File: config.mk
export PLATFORM = sky130hd
export DESIGN_NAME = lpw_top
export DESIGN_NICKNAME = d
export VERILOG_FILES = /design/src/lpw_pkg.sv /design/src/lpw_gs_if.sv /design/src/lpw_pwm_core.sv /design/src/lpw_top.sv
export SDC_FILE = /design/constraint.sdc
export NUM_CORES = 1
export LEC_CHECK = 0
export ABC_AREA = 1
export ABC_CLOCK_PERIOD_IN_PS = 5000
export BUFFER_PORTS_ARGS = -buffer_cell sky130_fd_sc_hd__clkbuf_2
export CORE_UTILIZATION = 44
export DETAILED_ROUTE_END_ITERATION = 12
export SYNTH_ARGS = -nofsm -noshare
export SYNTH_HDL_FRONTEND = slang
export SYNTH_SLANG_ARGS = --single-unit
File: constraint.sdc
create_clock -name ref_clk -period 5 [get_ports ref_clk]
set_clock_uncertainty 0.1 [all_clocks]
set_input_delay 0.5 -clock ref_clk [delete_from_list [all_inputs] [get_ports ref_clk]]
set_output_delay 0.5 -clock ref_clk [all_outputs]
set_load 0.05 [all_outputs]
File: src/lpw_pkg.sv
// Shared constants, state encoding and receiver decode for the LED PWM block
`default_nettype none

package lpw_pkg;

  ////////////////////////////////////////////////////////////////////////////
  // Timing
  localparam int CLK_PERIOD_NS = 100;
  localparam int GS_STEP_NS = 200;
  // Least time, rounded up to whole cycles
  localparam int GS_STEP_CYC =
    (GS_STEP_NS + CLK_PERIOD_NS - 1) / CLK_PERIOD_NS;
  localparam int DRV_EN_MS = 1000;
  localparam int DRV_EN_CYC = DRV_EN_MS * (1000000 / CLK_PERIOD_NS);
  localparam int SOFT_START_MS = 800;
  // Longest time, rounded down
  localparam int SOFT_START_CYC = SOFT_START_MS * (1000000 / CLK_PERIOD_NS);

  ////////////////////////////////////////////////////////////////////////////
  // Grayscale and tracking fields
  localparam int CH_N = 3;
  localparam int GS_W = 12;
  localparam logic [11:0] GS_CNT_RESET = 12'h000;
  localparam logic [11:0] GS_FIRST = 12'h001;
  localparam logic [11:0] GS_LAST = 12'hFFF;
  localparam logic [11:0] GS_OFF = 12'h000;
  localparam logic [11:0] SAMPLE_EDGE = 12'h020;
  localparam logic [11:0] STEP_EDGE = 12'h021;
  localparam int TGT_W = 6;
  localparam logic [5:0] TGT_RESET = 6'h00;
  localparam logic [5:0] TGT_MIN = 6'h00;
  localparam logic [5:0] TGT_MAX = 6'h3F;

  ////////////////////////////////////////////////////////////////////////////
  // PWM sequencer states
  typedef enum logic [2:0] {
    st_idle = 3'b001,
    st_armed = 3'b010,
    st_run = 3'b100
  } lpw_pwm_state_t;

  // Receiver level: open reads low, the dead band keeps the last level
  function automatic logic rx_level(input logic hi, input logic lo,
                                    input logic open, input logic prev);
    logic lvl;
    lvl = prev;
    if (open) begin
      lvl = 1'b0;
    end else if (hi) begin
      lvl = 1'b1;
    end else if (lo) begin
      lvl = 1'b0;
    end
    return lvl;
  endfunction : rx_level

endpackage : lpw_pkg

`default_nettype wire

File: src/lpw_gs_if.sv
// Interface between the tracking top and the grayscale PWM core
`default_nettype none

interface lpw_gs_if;
  logic gs_tick;
  logic latch_pulse;
  logic auto_repeat;
  logic [lpw_pkg::CH_N*lpw_pkg::GS_W-1:0] codes;
  logic [lpw_pkg::CH_N-1:0] sink_on;
  logic [lpw_pkg::GS_W-1:0] gs_count;
  logic running;
  logic cycle_end;

  modport core (
    input gs_tick, latch_pulse, auto_repeat, codes,
    output sink_on, gs_count, running, cycle_end
  );

  modport ctl (
    output gs_tick, latch_pulse, auto_repeat, codes,
    input sink_on, gs_count, running, cycle_end
  );
endinterface : lpw_gs_if

`default_nettype wire

File: src/lpw_pwm_core.sv
// Grayscale counter, repeat sequencing and per-channel on/off compare
`default_nettype none

module lpw_pwm_core (
  input wire logic ref_clk,
  input wire logic reset,
  input wire logic clk_en,
  lpw_gs_if.core gs
);

  lpw_pkg::lpw_pwm_state_t state;
  logic [11:0] cnt;
  logic end_tick;

  ////////////////////////////////////////////////////////////////////////////
  // Sequencer
  assign end_tick = (state == lpw_pkg::st_run) && gs.gs_tick &&
                    (cnt == lpw_pkg::GS_LAST);

  always_ff @(posedge ref_clk) begin
    if (reset) begin
      state <= lpw_pkg::st_idle;
      cnt <= lpw_pkg::GS_CNT_RESET;
    end else if (clk_en) begin
      case (state)
        lpw_pkg::st_idle: begin
          if (gs.latch_pulse) begin
            state <= lpw_pkg::st_armed;
          end
        end
        lpw_pkg::st_armed: begin
          // A latch in the same cycle waits for a following clock edge
          if (gs.gs_tick && !gs.latch_pulse) begin
            state <= lpw_pkg::st_run;
            cnt <= lpw_pkg::GS_FIRST;
          end
        end
        lpw_pkg::st_run: begin
          if (gs.latch_pulse) begin
            state <= lpw_pkg::st_armed;
            cnt <= lpw_pkg::GS_CNT_RESET;
          end else if (end_tick) begin
            state <= gs.auto_repeat ? lpw_pkg::st_armed : lpw_pkg::st_idle;
            cnt <= lpw_pkg::GS_CNT_RESET;
          end else if (gs.gs_tick) begin
            cnt <= cnt + 12'h001;
          end
        end
        default: begin
          state <= lpw_pkg::st_idle;
          cnt <= lpw_pkg::GS_CNT_RESET;
        end
      endcase
    end
  end

  assign gs.gs_count = cnt;
  assign gs.running = (state == lpw_pkg::st_run);
  assign gs.cycle_end = end_tick;

  ////////////////////////////////////////////////////////////////////////////
  // Channel compare: on while the count has not passed the code
  for (genvar i = 0; i < lpw_pkg::CH_N; i++) begin : g_ch
    logic [11:0] code;
    assign code = gs.codes[i*lpw_pkg::GS_W +: lpw_pkg::GS_W];
    assign gs.sink_on[i] = (state == lpw_pkg::st_run) &&
                           (code != lpw_pkg::GS_OFF) && (cnt <= code);

  end
endmodule : lpw_pwm_core

`default_nettype wire

File: src/lpw_top.sv
// LED PWM sequencer with anode tracking and differential repeater
// Behaviour
// - With auto repeat set, a finished cycle restarts on the next clock.
// - With auto repeat clear, outputs stay off until latch then clock.
// - Codes are 12 bits; 000 off, FFF full; one step is 200 ns.
// - Repeater drivers stay disabled until one second after power-up.
// - Receiver reads high above +0.2 V, low below -0.2 V; open is low.
// - Positive output follows internal level, negative output is inverted.
// - A soft-start ramp to the stored target finishes within 800 ms.
// - Lowest sink below 0.9 V at clock 32 raises target at 33.
// - Lowest sink above 1.1 V lowers target by exactly one step.
// - Lowest sink between the limits leaves the target unchanged.
// - Highest sink above 4.0 V at clock 32 blocks any rise.
// - Counter counts clock edges; output turns off once count passes code.
// - Source select clear uses oscillator, set uses received shift clock.
// - Oscillator step is two oscillator periods; external step one period.
`default_nettype none

module lpw_top #(
  parameter int DRV_EN_CYC = lpw_pkg::DRV_EN_CYC,
  parameter int SOFT_START_CYC = lpw_pkg::SOFT_START_CYC
) (
  input wire logic ref_clk,
  input wire logic reset,
  input wire logic clk_en,
  input wire logic auto_display_repeat,
  input wire logic gs_clock_ext_sel,
  input wire logic latch_pulse,
  input wire logic [lpw_pkg::CH_N*lpw_pkg::GS_W-1:0] channel_brightness_code,
  input wire logic [lpw_pkg::TGT_W-1:0] anode_feedback_target,
  input wire logic data_in_hi,
  input wire logic data_in_lo,
  input wire logic data_in_open,
  input wire logic clock_in_hi,
  input wire logic clock_in_lo,
  input wire logic clock_in_open,
  input wire logic sink_min_below_low,
  input wire logic sink_min_above_high,
  input wire logic sink_max_over_limit,
  output logic [lpw_pkg::CH_N-1:0] led_sink_output,
  output logic grayscale_step_clock,
  output logic rx_data,
  output logic rx_clock,
  output logic data_out_pos,
  output logic data_out_neg,
  output logic clock_out_pos,
  output logic clock_out_neg,
  output logic repeater_oe_n,
  output logic [lpw_pkg::TGT_W-1:0] anode_target_step,
  output logic soft_start_done
);

  // Positions of the pin inputs in the synchroniser
  localparam int I_DHI = 0;
  localparam int I_DLO = 1;
  localparam int I_DOPEN = 2;
  localparam int I_CHI = 3;
  localparam int I_CLO = 4;
  localparam int I_COPEN = 5;
  localparam int I_LOW = 6;
  localparam int I_HIGH = 7;
  localparam int I_OVP = 8;
  localparam int SYNC_N = 9;
  localparam int RAMP_DIV = SOFT_START_CYC / (2 ** lpw_pkg::TGT_W);
  localparam int RAMP_CYC = (RAMP_DIV < 1) ? 1 : RAMP_DIV;

  lpw_gs_if gs ();

  logic [SYNC_N-1:0] pin_async;
  logic [SYNC_N-1:0] sync_a;
  logic [SYNC_N-1:0] sync_b;
  logic rx_clock_q;
  logic ext_rise;
  logic [7:0] osc_cnt;
  logic osc_tick;
  logic gs_tick;
  logic [31:0] drv_cnt;
  logic drv_en;
  logic [31:0] ramp_cnt;
  logic [31:0] soft_elapsed;
  logic edge32;
  logic edge33;
  logic all_on;
  logic flag_low;
  logic flag_high;
  logic flag_ovp;
  logic flag_valid;
  logic step_now;
  logic [lpw_pkg::TGT_W-1:0] next_tgt;

  ////////////////////////////////////////////////////////////////////////////
  // Pin synchronisers; only the second stage is read
  assign pin_async = {sink_max_over_limit, sink_min_above_high,
                      sink_min_below_low, clock_in_open, clock_in_lo,
                      clock_in_hi, data_in_open, data_in_lo, data_in_hi};

  always_ff @(posedge ref_clk) begin
    if (reset) begin
      sync_a <= '0;
      sync_b <= '0;
    end else if (clk_en) begin
      sync_a <= pin_async;
      sync_b <= sync_a;
    end
  end

  ////////////////////////////////////////////////////////////////////////////
  // Receiver decode
  // threshold decode
  always_ff @(posedge ref_clk) begin
    if (reset) begin
      rx_data <= 1'b0;
      rx_clock <= 1'b0;
      rx_clock_q <= 1'b0;
    end else if (clk_en) begin
      rx_data <= lpw_pkg::rx_level(sync_b[I_DHI], sync_b[I_DLO],
                                   sync_b[I_DOPEN], rx_data);
      rx_clock <= lpw_pkg::rx_level(sync_b[I_CHI], sync_b[I_CLO],
                                    sync_b[I_COPEN], rx_clock);
      rx_clock_q <= rx_clock;
    end
  end

  ////////////////////////////////////////////////////////////////////////////
  // Grayscale clock source
  // Shift clock edges are seen after sync, so it must stay well below ref_clk
  assign ext_rise = rx_clock && !rx_clock_q;
  assign osc_tick = (osc_cnt == 8'(lpw_pkg::GS_STEP_CYC - 1));

  always_ff @(posedge ref_clk) begin
    if (reset) begin
      osc_cnt <= 8'h00;
    end else if (clk_en) begin
      osc_cnt <= osc_tick ? 8'h00 : osc_cnt + 8'h01;
    end
  end

  assign gs_tick = clk_en && (gs_clock_ext_sel ? ext_rise : osc_tick);

  always_ff @(posedge ref_clk) begin
    if (reset) begin
      grayscale_step_clock <= 1'b0;
    end else if (clk_en) begin
      grayscale_step_clock <= gs_tick;
    end
  end

  ////////////////////////////////////////////////////////////////////////////
  // PWM core
  assign gs.gs_tick = gs_tick;
  assign gs.latch_pulse = latch_pulse;
  assign gs.auto_repeat = auto_display_repeat;
  assign gs.codes = channel_brightness_code;

  lpw_pwm_core u_core (
    .ref_clk(ref_clk),
    .reset(reset),
    .clk_en(clk_en),
    .gs(gs.core)
  );

  // Sink outputs registered for clean edges
  always_ff @(posedge ref_clk) begin
    if (reset) begin
      led_sink_output <= '0;
    end else if (clk_en) begin
      led_sink_output <= gs.sink_on;
    end
  end

  ////////////////////////////////////////////////////////////////////////////
  // Repeater driver enable and outputs
  // power-up hold-off
  always_ff @(posedge ref_clk) begin
    if (reset) begin
      drv_cnt <= 32'h0000_0000;
      drv_en <= 1'b0;
    end else if (clk_en && !drv_en) begin
      if (drv_cnt == 32'(DRV_EN_CYC - 1)) begin
        drv_en <= 1'b1;
      end else begin
        drv_cnt <= drv_cnt + 32'h0000_0001;
      end
    end
  end

  always_ff @(posedge ref_clk) begin
    if (reset) begin
      repeater_oe_n <= 1'b1;
      data_out_pos <= 1'b0;
      data_out_neg <= 1'b0;
      clock_out_pos <= 1'b0;
      clock_out_neg <= 1'b0;
    end else if (clk_en) begin
      repeater_oe_n <= !drv_en;
      data_out_pos <= drv_en && rx_data;
      data_out_neg <= drv_en && !rx_data;
      clock_out_pos <= drv_en && rx_clock;
      clock_out_neg <= drv_en && !rx_clock;
    end
  end

  ////////////////////////////////////////////////////////////////////////////
  // Comparator sampling at the 32nd edge, step at the 33rd
  localparam logic [11:0] SAMPLE_PREV = lpw_pkg::SAMPLE_EDGE - 12'h001;
  localparam logic [11:0] STEP_PREV = lpw_pkg::STEP_EDGE - 12'h001;
  assign edge32 = gs_tick && gs.running && (gs.gs_count == SAMPLE_PREV);
  assign edge33 = gs_tick && gs.running && (gs.gs_count == STEP_PREV);

  // Every channel must still be on at the sample edge
  always_comb begin
    all_on = 1'b1;
    for (int i = 0; i < lpw_pkg::CH_N; i++) begin
      if (channel_brightness_code[i*lpw_pkg::GS_W +: lpw_pkg::GS_W] <
          lpw_pkg::SAMPLE_EDGE) begin
        all_on = 1'b0;
      end
    end
  end

  // flags taken at the sample edge
  always_ff @(posedge ref_clk) begin
    if (reset) begin
      flag_low <= 1'b0;
      flag_high <= 1'b0;
      flag_ovp <= 1'b0;
      flag_valid <= 1'b0;
    end else if (clk_en) begin
      if (edge32) begin
        flag_low <= sync_b[I_LOW];
        flag_high <= sync_b[I_HIGH];
        flag_ovp <= sync_b[I_OVP];
        flag_valid <= all_on;
      end else if (edge33) begin
        flag_valid <= 1'b0;
      end
    end
  end

  assign step_now = edge33 && flag_valid && soft_start_done;

  // Low wins over high if both are flagged, so a starved LED is fed first
  always_comb begin
    next_tgt = anode_target_step;
    if (flag_low && !flag_ovp && (anode_target_step != lpw_pkg::TGT_MAX)) begin
      next_tgt = anode_target_step + 6'h01;
    end else if (flag_high && !flag_low &&
                 (anode_target_step != lpw_pkg::TGT_MIN)) begin
      next_tgt = anode_target_step - 6'h01;
    end
  end

  ////////////////////////////////////////////////////////////////////////////
  // Soft start ramp then tracking
  // bounded ramp to stored target
  always_ff @(posedge ref_clk) begin
    if (reset) begin
      anode_target_step <= lpw_pkg::TGT_RESET;
      soft_start_done <= 1'b0;
      ramp_cnt <= 32'h0000_0000;
      soft_elapsed <= 32'h0000_0000;
    end else if (clk_en) begin
      if (!soft_start_done) begin
        soft_elapsed <= soft_elapsed + 32'h0000_0001;
        if ((anode_target_step >= anode_feedback_target) ||
            (soft_elapsed == 32'(SOFT_START_CYC - 1))) begin
          anode_target_step <= anode_feedback_target;
          soft_start_done <= 1'b1;
        end else if (ramp_cnt == 32'(RAMP_CYC - 1)) begin
          ramp_cnt <= 32'h0000_0000;
          anode_target_step <= anode_target_step + 6'h01;
        end else begin
          ramp_cnt <= ramp_cnt + 32'h0000_0001;
        end
      end else if (step_now) begin
        anode_target_step <= next_tgt;
      end
    end
  end
endmodule : lpw_top

`default_nettype wire

==> results of run 1 <==
==> placed cells by master (no fill, tap or decap), drive strengths merged, types with 5 or more instances in the layout <==
cell type | netlist | final
a211oi | 5 | 5
clkbuf | 22 | 91
a21oi | 131 | 131
xor2 | 39 | 39
o21a | 5 | 5
nand2 | 407 | 407
nand3b | 7 | 7
nand4 | 38 | 38
ha | 52 | 52
xnor2 | 9 | 9
nor4 | 9 | 9
clkinv | 1 | 6
inv | 194 | 198
nor3b | 8 | 8
nand3 | 115 | 115
nor2 | 254 | 254
dfxtp | 161 | 161
o21ai | 71 | 71
nor3 | 63 | 63
o211ai | 5 | 5
==> per-layer routing <==
metal | part of all wire | up-vias | global-route usage
met1 | 0.51 | 4496 | 0.322
met2 | 0.44 | 216 | 0.365
met4 | 0.012 | 0 | 0.0668
met3 | 0.043 | 29 | 0.0347
met5 | 0 | - | 0
li1 | - | 5403 | -
==> cells by family (layout without fill, tap and decap cells) <==
logic type / count (synthesis) / count (layout) / share of synthesized area
AND/OR/NAND/NOR: 907 / 907 / 0.382
XOR/XNOR: 48 / 48 / 0.0402
AO/OA/AOI/OAI: 225 / 225 / 0.115
adder cells (fa/ha/maj): 52 / 52 / 0.0622
buffers and inverters: 237 / 304 / 0.0926
flip-flops: 161 / 161 / 0.308
==> critical path: stages, from the launching register on <==
cell and delay [ns]:
dfxtp_1 0.41, inv_1 0.16, ha_1 0.30, o21ai_1 0.14
nand2_1 0.08, a21oi_2 0.24, nand2_4 0.13, nor2_4 0.09
buf_4 0.33, inv_4 0.21, o21ai_1 0.42, nor2_1 0.09
==> through the flow <==
step	power, uW	area (um^2)
finish	3110	11600
global route	3250	11600
CTS	3140	11600
detailed placement	1770	11000
global placement	1770	11000
floorplan	1680	10500
==> registers in the layout, summed over array words and instances (netlist names), 3 cells and up <==
name and flops:
anode_target_step 6, drv_cnt 32, led_sink_output 3, osc_cnt 8, ramp_cnt 32, soft_elapsed 32
sync_a 9, sync_b 9, u_core.gs.gs_count 12, u_core.state 3
==> area by class of cell <==
cell class / count / area (um^2)
clock buffers: 18 / 429
fillers: 2539 / 11800
inverters: 195 / 734
multi-input cells: 1232 / 6260
flip-flops and latches: 161 / 3220
well taps: 319 / 399
repair buffers: 77 / 395
clock inverters: 14 / 179
==> power groups by stage <==
stage          Clock (uW)  Sequential, uW  Combinational, uW
3_3_place_gp            0            1380                391
5_1_grt              1450            1350                448
4_1_cts              1400            1350                396
3_5_place_dp            0            1380                393
2_1_floorplan           0            1400                285
6_report             1370            1350                393
==> worst paths after layout <==
kind                  to            startpoint
max          ramp_cnt[0]  anode_target_step[0]
min            sync_a[5]         clock_in_open
max reg2reg  ramp_cnt[0]  anode_target_step[0]
min reg2reg     flag_ovp              flag_ovp
==> qor.yml, run 1 <==
synth:
  ys_types: 46
  ys.flop_type: "dfxtp_1"
  syn_nets: 1739
  ys_warn_count: 0
  synth_edf_count: 0
  syn-mean-instance-area_um2: 6.41
  syn_inst: 1630
  yosysSeqAreaShare: 0.308
  yosys.area.top_type: "dfxtp_1"
  ys_ff_latch: 161
  yosysMostFrequentCell: "nand2_1"
  ys_top_cells_by_area: "dfxtp_1 (31%), nand2_1 (14%), nor2_1 (8.7%), inv_1 (6.8%), ha_1 (6.2%)"
  ys_async_sr_fraction: 0
  synth_commonest_cells: "nand2_1 (400), nor2_1 (242), inv_1 (189), dfxtp_1 (161), a21oi_1 (128)"
  synth_top_area_share: 0.308
  synthesis.area_mm2: 0.0105
sta:
  relSlewSlack: 0.340
  period_minus_slack_ns: 2.82
  fin_ws_ns: 2.18
  setup-violations-final: 0
  layout_worst_path_cycle_share: 0.564
  rsz0062_at_grt: "false"
  drv_slew: 0
  whs_ns: 0.209
  fmax_mhz: 355
  fin_setup_tns_ns: 0
  max_slew.worst_pin.slew_ns: 0.990
  hold_viol_final: 0
cts:
  cts_buffer_depth: 2
  cts_resized: 0
  postCtsSetupBuffers: 0
  cts_buffers: 17
  clock_latency_ns: 0.44
  clock-root-buffer: "clkbuf_16"
  cts.sinks: 161
  clk_pin_slew_ns: 0.07
  postCtsHoldBufs: 0
  cts_tree: "built"
  htree_levels: 4
placed_design:
  dp_hpwl_um: 19700
  pre_cts_slack_ns: 1.78
  placed_cells: 1984
  io_buffers: 74
  gp_congestion: 0.907
floorplan:
  io_pins: 75
  fp.dieArea_mm2: 0.0244
  core_mm2: 0.0234
  start_util: 0.447
  die_y_um: 156
  rows: 56
  dieWidth_um: 156
power:
  p_per_area_mw_per_mm2: 267
  cell_internal_pwr_uw: 2230
  power_frac_seq: 0.434
  clkPwrFrac: 0.439
  p_leak_uw: 0.00453
  worst_ir_drop_vdd_uv: 171
  switchingPower_uw: 876
  swShare: 0.282
  p_comb_frac: 0.126
setup_path:
  critPathLaunchType: "flip-flop"
  reg2reg_depth: 11
  crit_required_ns: 5.21
  crit_path_end_kind: "flip-flop"
  r2r_slack_ns: 2.18
  crit_fanout: 34
  worstSetupPathType: "flip-flop to flip-flop"
  arrival_ns: 3.02
final_layout:
  drive_gt1_frac: 0.0907
  area_growth_pct: 11.2
  final_cells: 2016
  fin_util: 0.497
  final_nets: 1793
  antenna_cells: 0
global_routing:
  first_global_vias: 9511
  grt.total_usage: 0.230
  grt_max_degree: 87
  grt_pass1_wl_um: 45500
  antenna_found_initial: 0
  grt-ovfl-total: 0
outcome:
  violations: "design-rule violations"
  status: "finished, violations left"
worst_hold_path:
  hp-class: "input pin to flip-flop"
  min_path_cells: 3
job:
  cap_violations: 0
drt:
  post_drt_wl_per_cell_um: 13.2
  drtPass1Iterations: 9
  drt_iter0_markers: 653
  ant_nets: 0
  drt-total-wl_um: 26700
  vias_per_cell: 5.03
  vias: 10144
  drcViolationCount: 1
(Power assumes the default switching activity.)
==> inputs of run 2 (changes only) <==
--- a/config.mk
+++ b/config.mk
@@ -5,8 +5,8 @@
 export SDC_FILE = /design/constraint.sdc
 export NUM_CORES = 1
 export LEC_CHECK = 0
-export ABC_AREA = 1
-export ABC_CLOCK_PERIOD_IN_PS = 5000
+export ABC_AREA = 0
+export ABC_CLOCK_PERIOD_IN_PS = 2300
 export BUFFER_PORTS_ARGS = -buffer_cell sky130_fd_sc_hd__clkbuf_2
 export CORE_UTILIZATION = 44
 export DETAILED_ROUTE_END_ITERATION = 12
==> constraint.sdc (replaced) <==
create_clock -name ref_clk -period 2.3 [get_ports ref_clk]
set_clock_uncertainty 0.1 [all_clocks]
set_input_delay 0.23 -clock ref_clk [delete_from_list [all_inputs] [get_ports ref_clk]]
set_output_delay 0.23 -clock ref_clk [all_outputs]
set_load 0.05 [all_outputs]
==> run 2 against run 1 <==
The flow finishes with violations (negative setup slack). Global-route usage decreased by 1.4 points. Sequential power grew 110%. Utilization grew 9.5 points. Highest routed layer unchanged. Clock power grew 100%. Maximum frequency up 15%. Synthesized cell count fell by 38%. Clock-buffer cell count did not move. Largest power group is now sequential cells. Total power increased by 98%. Sequential share of layout area is 1.5 points higher. Largest cell class unchanged. Hold slack got worse by 0.13 ns. Critical endpoint is now anode_target_step[0].
==> qor.yml, run 2 <==
power:
  worst_ir_drop_vdd_uv: 487  # +180%
  p_per_area_mw_per_mm2: 555  # +110%
  p_leak_uw: 0.00476  # +5.1%
setup_path:
  critPathSlowestCell: "or4_4"
  critPathLaunchType: "flip-flop"
  cp_cell_sequence: "or4_4, o41ai_4, nand4_1, o31ai_2, o311ai_2, or3_1, a31oi_1"
  critPathLaunch: "osc_cnt[3]"
  crit_path_end_kind: "flip-flop"
  crit_path_max_incr_delay_ns: 0.55  # +0.13 ns
  arrival_ns: 2.69  # -0.33 ns
  r2r_slack_ns: -0.15  # -2.33 ns
  crit_required_ns: 2.54  # -2.67 ns
  crit_fanout: 3  # -91%
  worstSetupPathType: "flip-flop to flip-flop"
  r2r_start: "osc_cnt[3]"
worst_hold_path:
  hp-class: "input pin to flip-flop"
  hp-start: "anode_feedback_target[1]"
global_routing:
  grt-ovfl-total: 0  # unchanged
  first_global_vias: 7405  # -22%
  grt_pass1_wl_um: 34500  # -24%
  grt.total_usage: 0.216  # -0.0144
  grt_max_degree: 69  # -21%
  antenna_found_initial: 0  # unchanged
cts:
  clk_pin_slew_ns: 0.07  # about the same
  clock_latency_ns: 0.43  # about the same
  htree_levels: 4  # unchanged
  cts_tree: "built"
  clock-root-buffer: "clkbuf_16"
  cts_buffer_depth: 2  # unchanged
  cts_buffers: 17  # unchanged
  cts.sinks: 161  # unchanged
sta:
  layout_worst_path_cycle_share: 1.06  # +0.500
  rsz0062_at_grt: "true"
  fin_setup_tns_ns: -0.819  # -0.819 ns
  setup-violations-final: 10  # +10
  relSlewSlack: 0.507  # +0.167
  fin_ws_ns: -0.146  # -2.33 ns
  drv_slew: 0  # unchanged
  max_slew.worst_pin.slew_ns: 0.739  # -0.250 ns
  fmax_mhz: 409  # +15%
  period_minus_slack_ns: 2.45  # -0.372 ns
  hold_viol_final: 0  # unchanged
floorplan:
  start_util: 0.450  # +0.00345
  io_pins: 75  # unchanged
  rows: 50  # -11%
  fp.dieArea_mm2: 0.0198  # -19%
  dieWidth_um: 141  # -10%
  core_mm2: 0.0188  # -20%
  die_y_um: 141  # -10%
drt:
  drcViolationCount: 0  # -1
  drtPass1Iterations: 5  # -4
  vias_per_cell: 5.27  # +4.7%
  top_layer: "met4"
  met2_length_um: 9560  # -18%
  wl_met1_um: 10300  # -23%
  drt-total-wl_um: 20800  # -22%
  wl_met3_um: 644  # -44%
  ant_nets: 0  # unchanged
  post_drt_wl_per_cell_um: 14.3  # +8.2%
  vias: 7651  # -25%
  drt_iter0_markers: 346  # -47%
placed_design:
  dp_hpwl_um: 14600  # -26%
  gp_congestion: 0.841  # -7.3%
  io_buffers: 74  # unchanged
synth:
  synthesis.area_mm2: 0.00845  # -19%
  synth_top_area_share: 0.381  # +0.0732
  syn-mean-instance-area_um2: 8.39  # +31%
  ys_ff_latch: 161  # unchanged
  synth_commonest_cells: "nor2_1 (171), dfxtp_1 (161), xor2_1 (71), nand2_1 (63), inv_1 (54)"
  ys_top_cells_by_area: "dfxtp_1 (38%), ha_1 (7.7%), nor2_1 (7.6%), xor2_1 (7.4%), xnor2_1 (3.4%)"
  syn_inst: 1007  # -38%
  ys_warn_count: 0  # unchanged
  ys_async_sr_fraction: 0  # unchanged
  synth_edf_count: 0  # unchanged
  ys.flop_type: "dfxtp_1"
  ys_types: 54  # +17%
  yosys.area.top_type: "dfxtp_1"
  yosysSeqAreaShare: 0.381  # +0.0732
  yosysMostFrequentCell: "nor2_1"
  syn_nets: 1116  # -36%
outcome:
  status: "finished, violations left"
  violations: "negative setup slack"
final_layout:
  area_growth_pct: 31.3
  antenna_cells: 0  # unchanged
  largestRegisters: "drv_cnt: 32 flops, ramp_cnt: 32 flops, soft_elapsed: 32 flops"
  final_nets: 1314  # -27%
  drive_gt1_frac: 0.250  # +0.159
  layout_common_cells: "nor2_1 (169), dfxtp_1 (151), buf_4 (116)"
  fin_util: 0.591  # +0.0945
  layout_commonest_cell: "nor2_1"
job:
  cap_violations: 0  # unchanged
-- run 2: cell families after synthesis --
| group | Yosys count | share of synthesized area |
|---|---|---|
| flops | 161 | 0.381 |
| fa+ha+maj | 52 | 0.0770 |
| mux | 24 | 0.0284 |
| simple gates | 460 | 0.272 |
| xor+xnor | 104 | 0.108 |
| compound gates | 120 | 0.0943 |
| buf+inv | 86 | 0.0386 |
-- run 2: cell type report --
| cell class | count | area, um^2 |
|---|---|---|
| Timing Repair Buffer | 210 | 1480 |
| Sequential cell | 161 | 3240 |
| Multi-Input combinational cell | 761 | 5290 |
| Tap cell | 234 | 293 |
| Clock buffer | 18 | 439 |
| Fill cell | 1675 | 7670 |
| Clock inverter | 14 | 148 |
| Inverter | 54 | 205 |
-- run 2: metrics by stage --
| stage | hold slack [ns] | instances | setup WS [ns] | power [uW] | cell area (um^2) |
|---|---|---|---|---|---|
| 2_1_floorplan | 0.277 | 1007 | -0.224 | 3170 | 8540 |
| 3_3_place_gp | 0.363 | 1401 | -0.245 | 3350 | 9980 |
| 3_5_place_dp | 0.372 | 1401 | -0.255 | 3360 | 9980 |
| 4_1_cts | 0.0606 | 1447 | -0.201 | 6200 | 10800 |
| 5_1_grt | 0.0768 | 1452 | -0.256 | 6420 | 11100 |
| 6_report | 0.0809 | 1452 | -0.146 | 6160 | 11100 |
-- run 2: routing by layer --
layer,vias to the layer above,track usage
li1,3937,-
met1,3582,0.289
met2,115,0.355
met3,17,0.0421
met4,0,0.0578
met5,-,0
-- run 2: final timing paths --
check	endpoint	depth (start not counted)
worst min register to register	data_out_pos	2
worst max register to register	anode_target_step[0]	7
worst min-delay path	anode_target_step[1]	3
worst max-delay path	anode_target_step[0]	7
-- run 2: what timing repair did --
item                                    in CTS  in global routing
gates cloned                                 1                  3
endpoints found under the setup margin      76                 77
setup buffers                                4                  3
hold buffers                                 9                  0
hold endpoints to repair                     9                  0
gates resized for setup                     22                 56
pin swaps                                   11                 43
-- run 2: worst max-delay path, delay by kind of cell, from the launching register on --
kind	cells	cell delay, ns
simple gates	3	1.16
flops	1	0.32
compound gates	4	0.78
-- run 2: where the power goes --
part           internal, uW  switching, uW
logic                   234            284
clock network          1550           1240
registers              2830           25.3
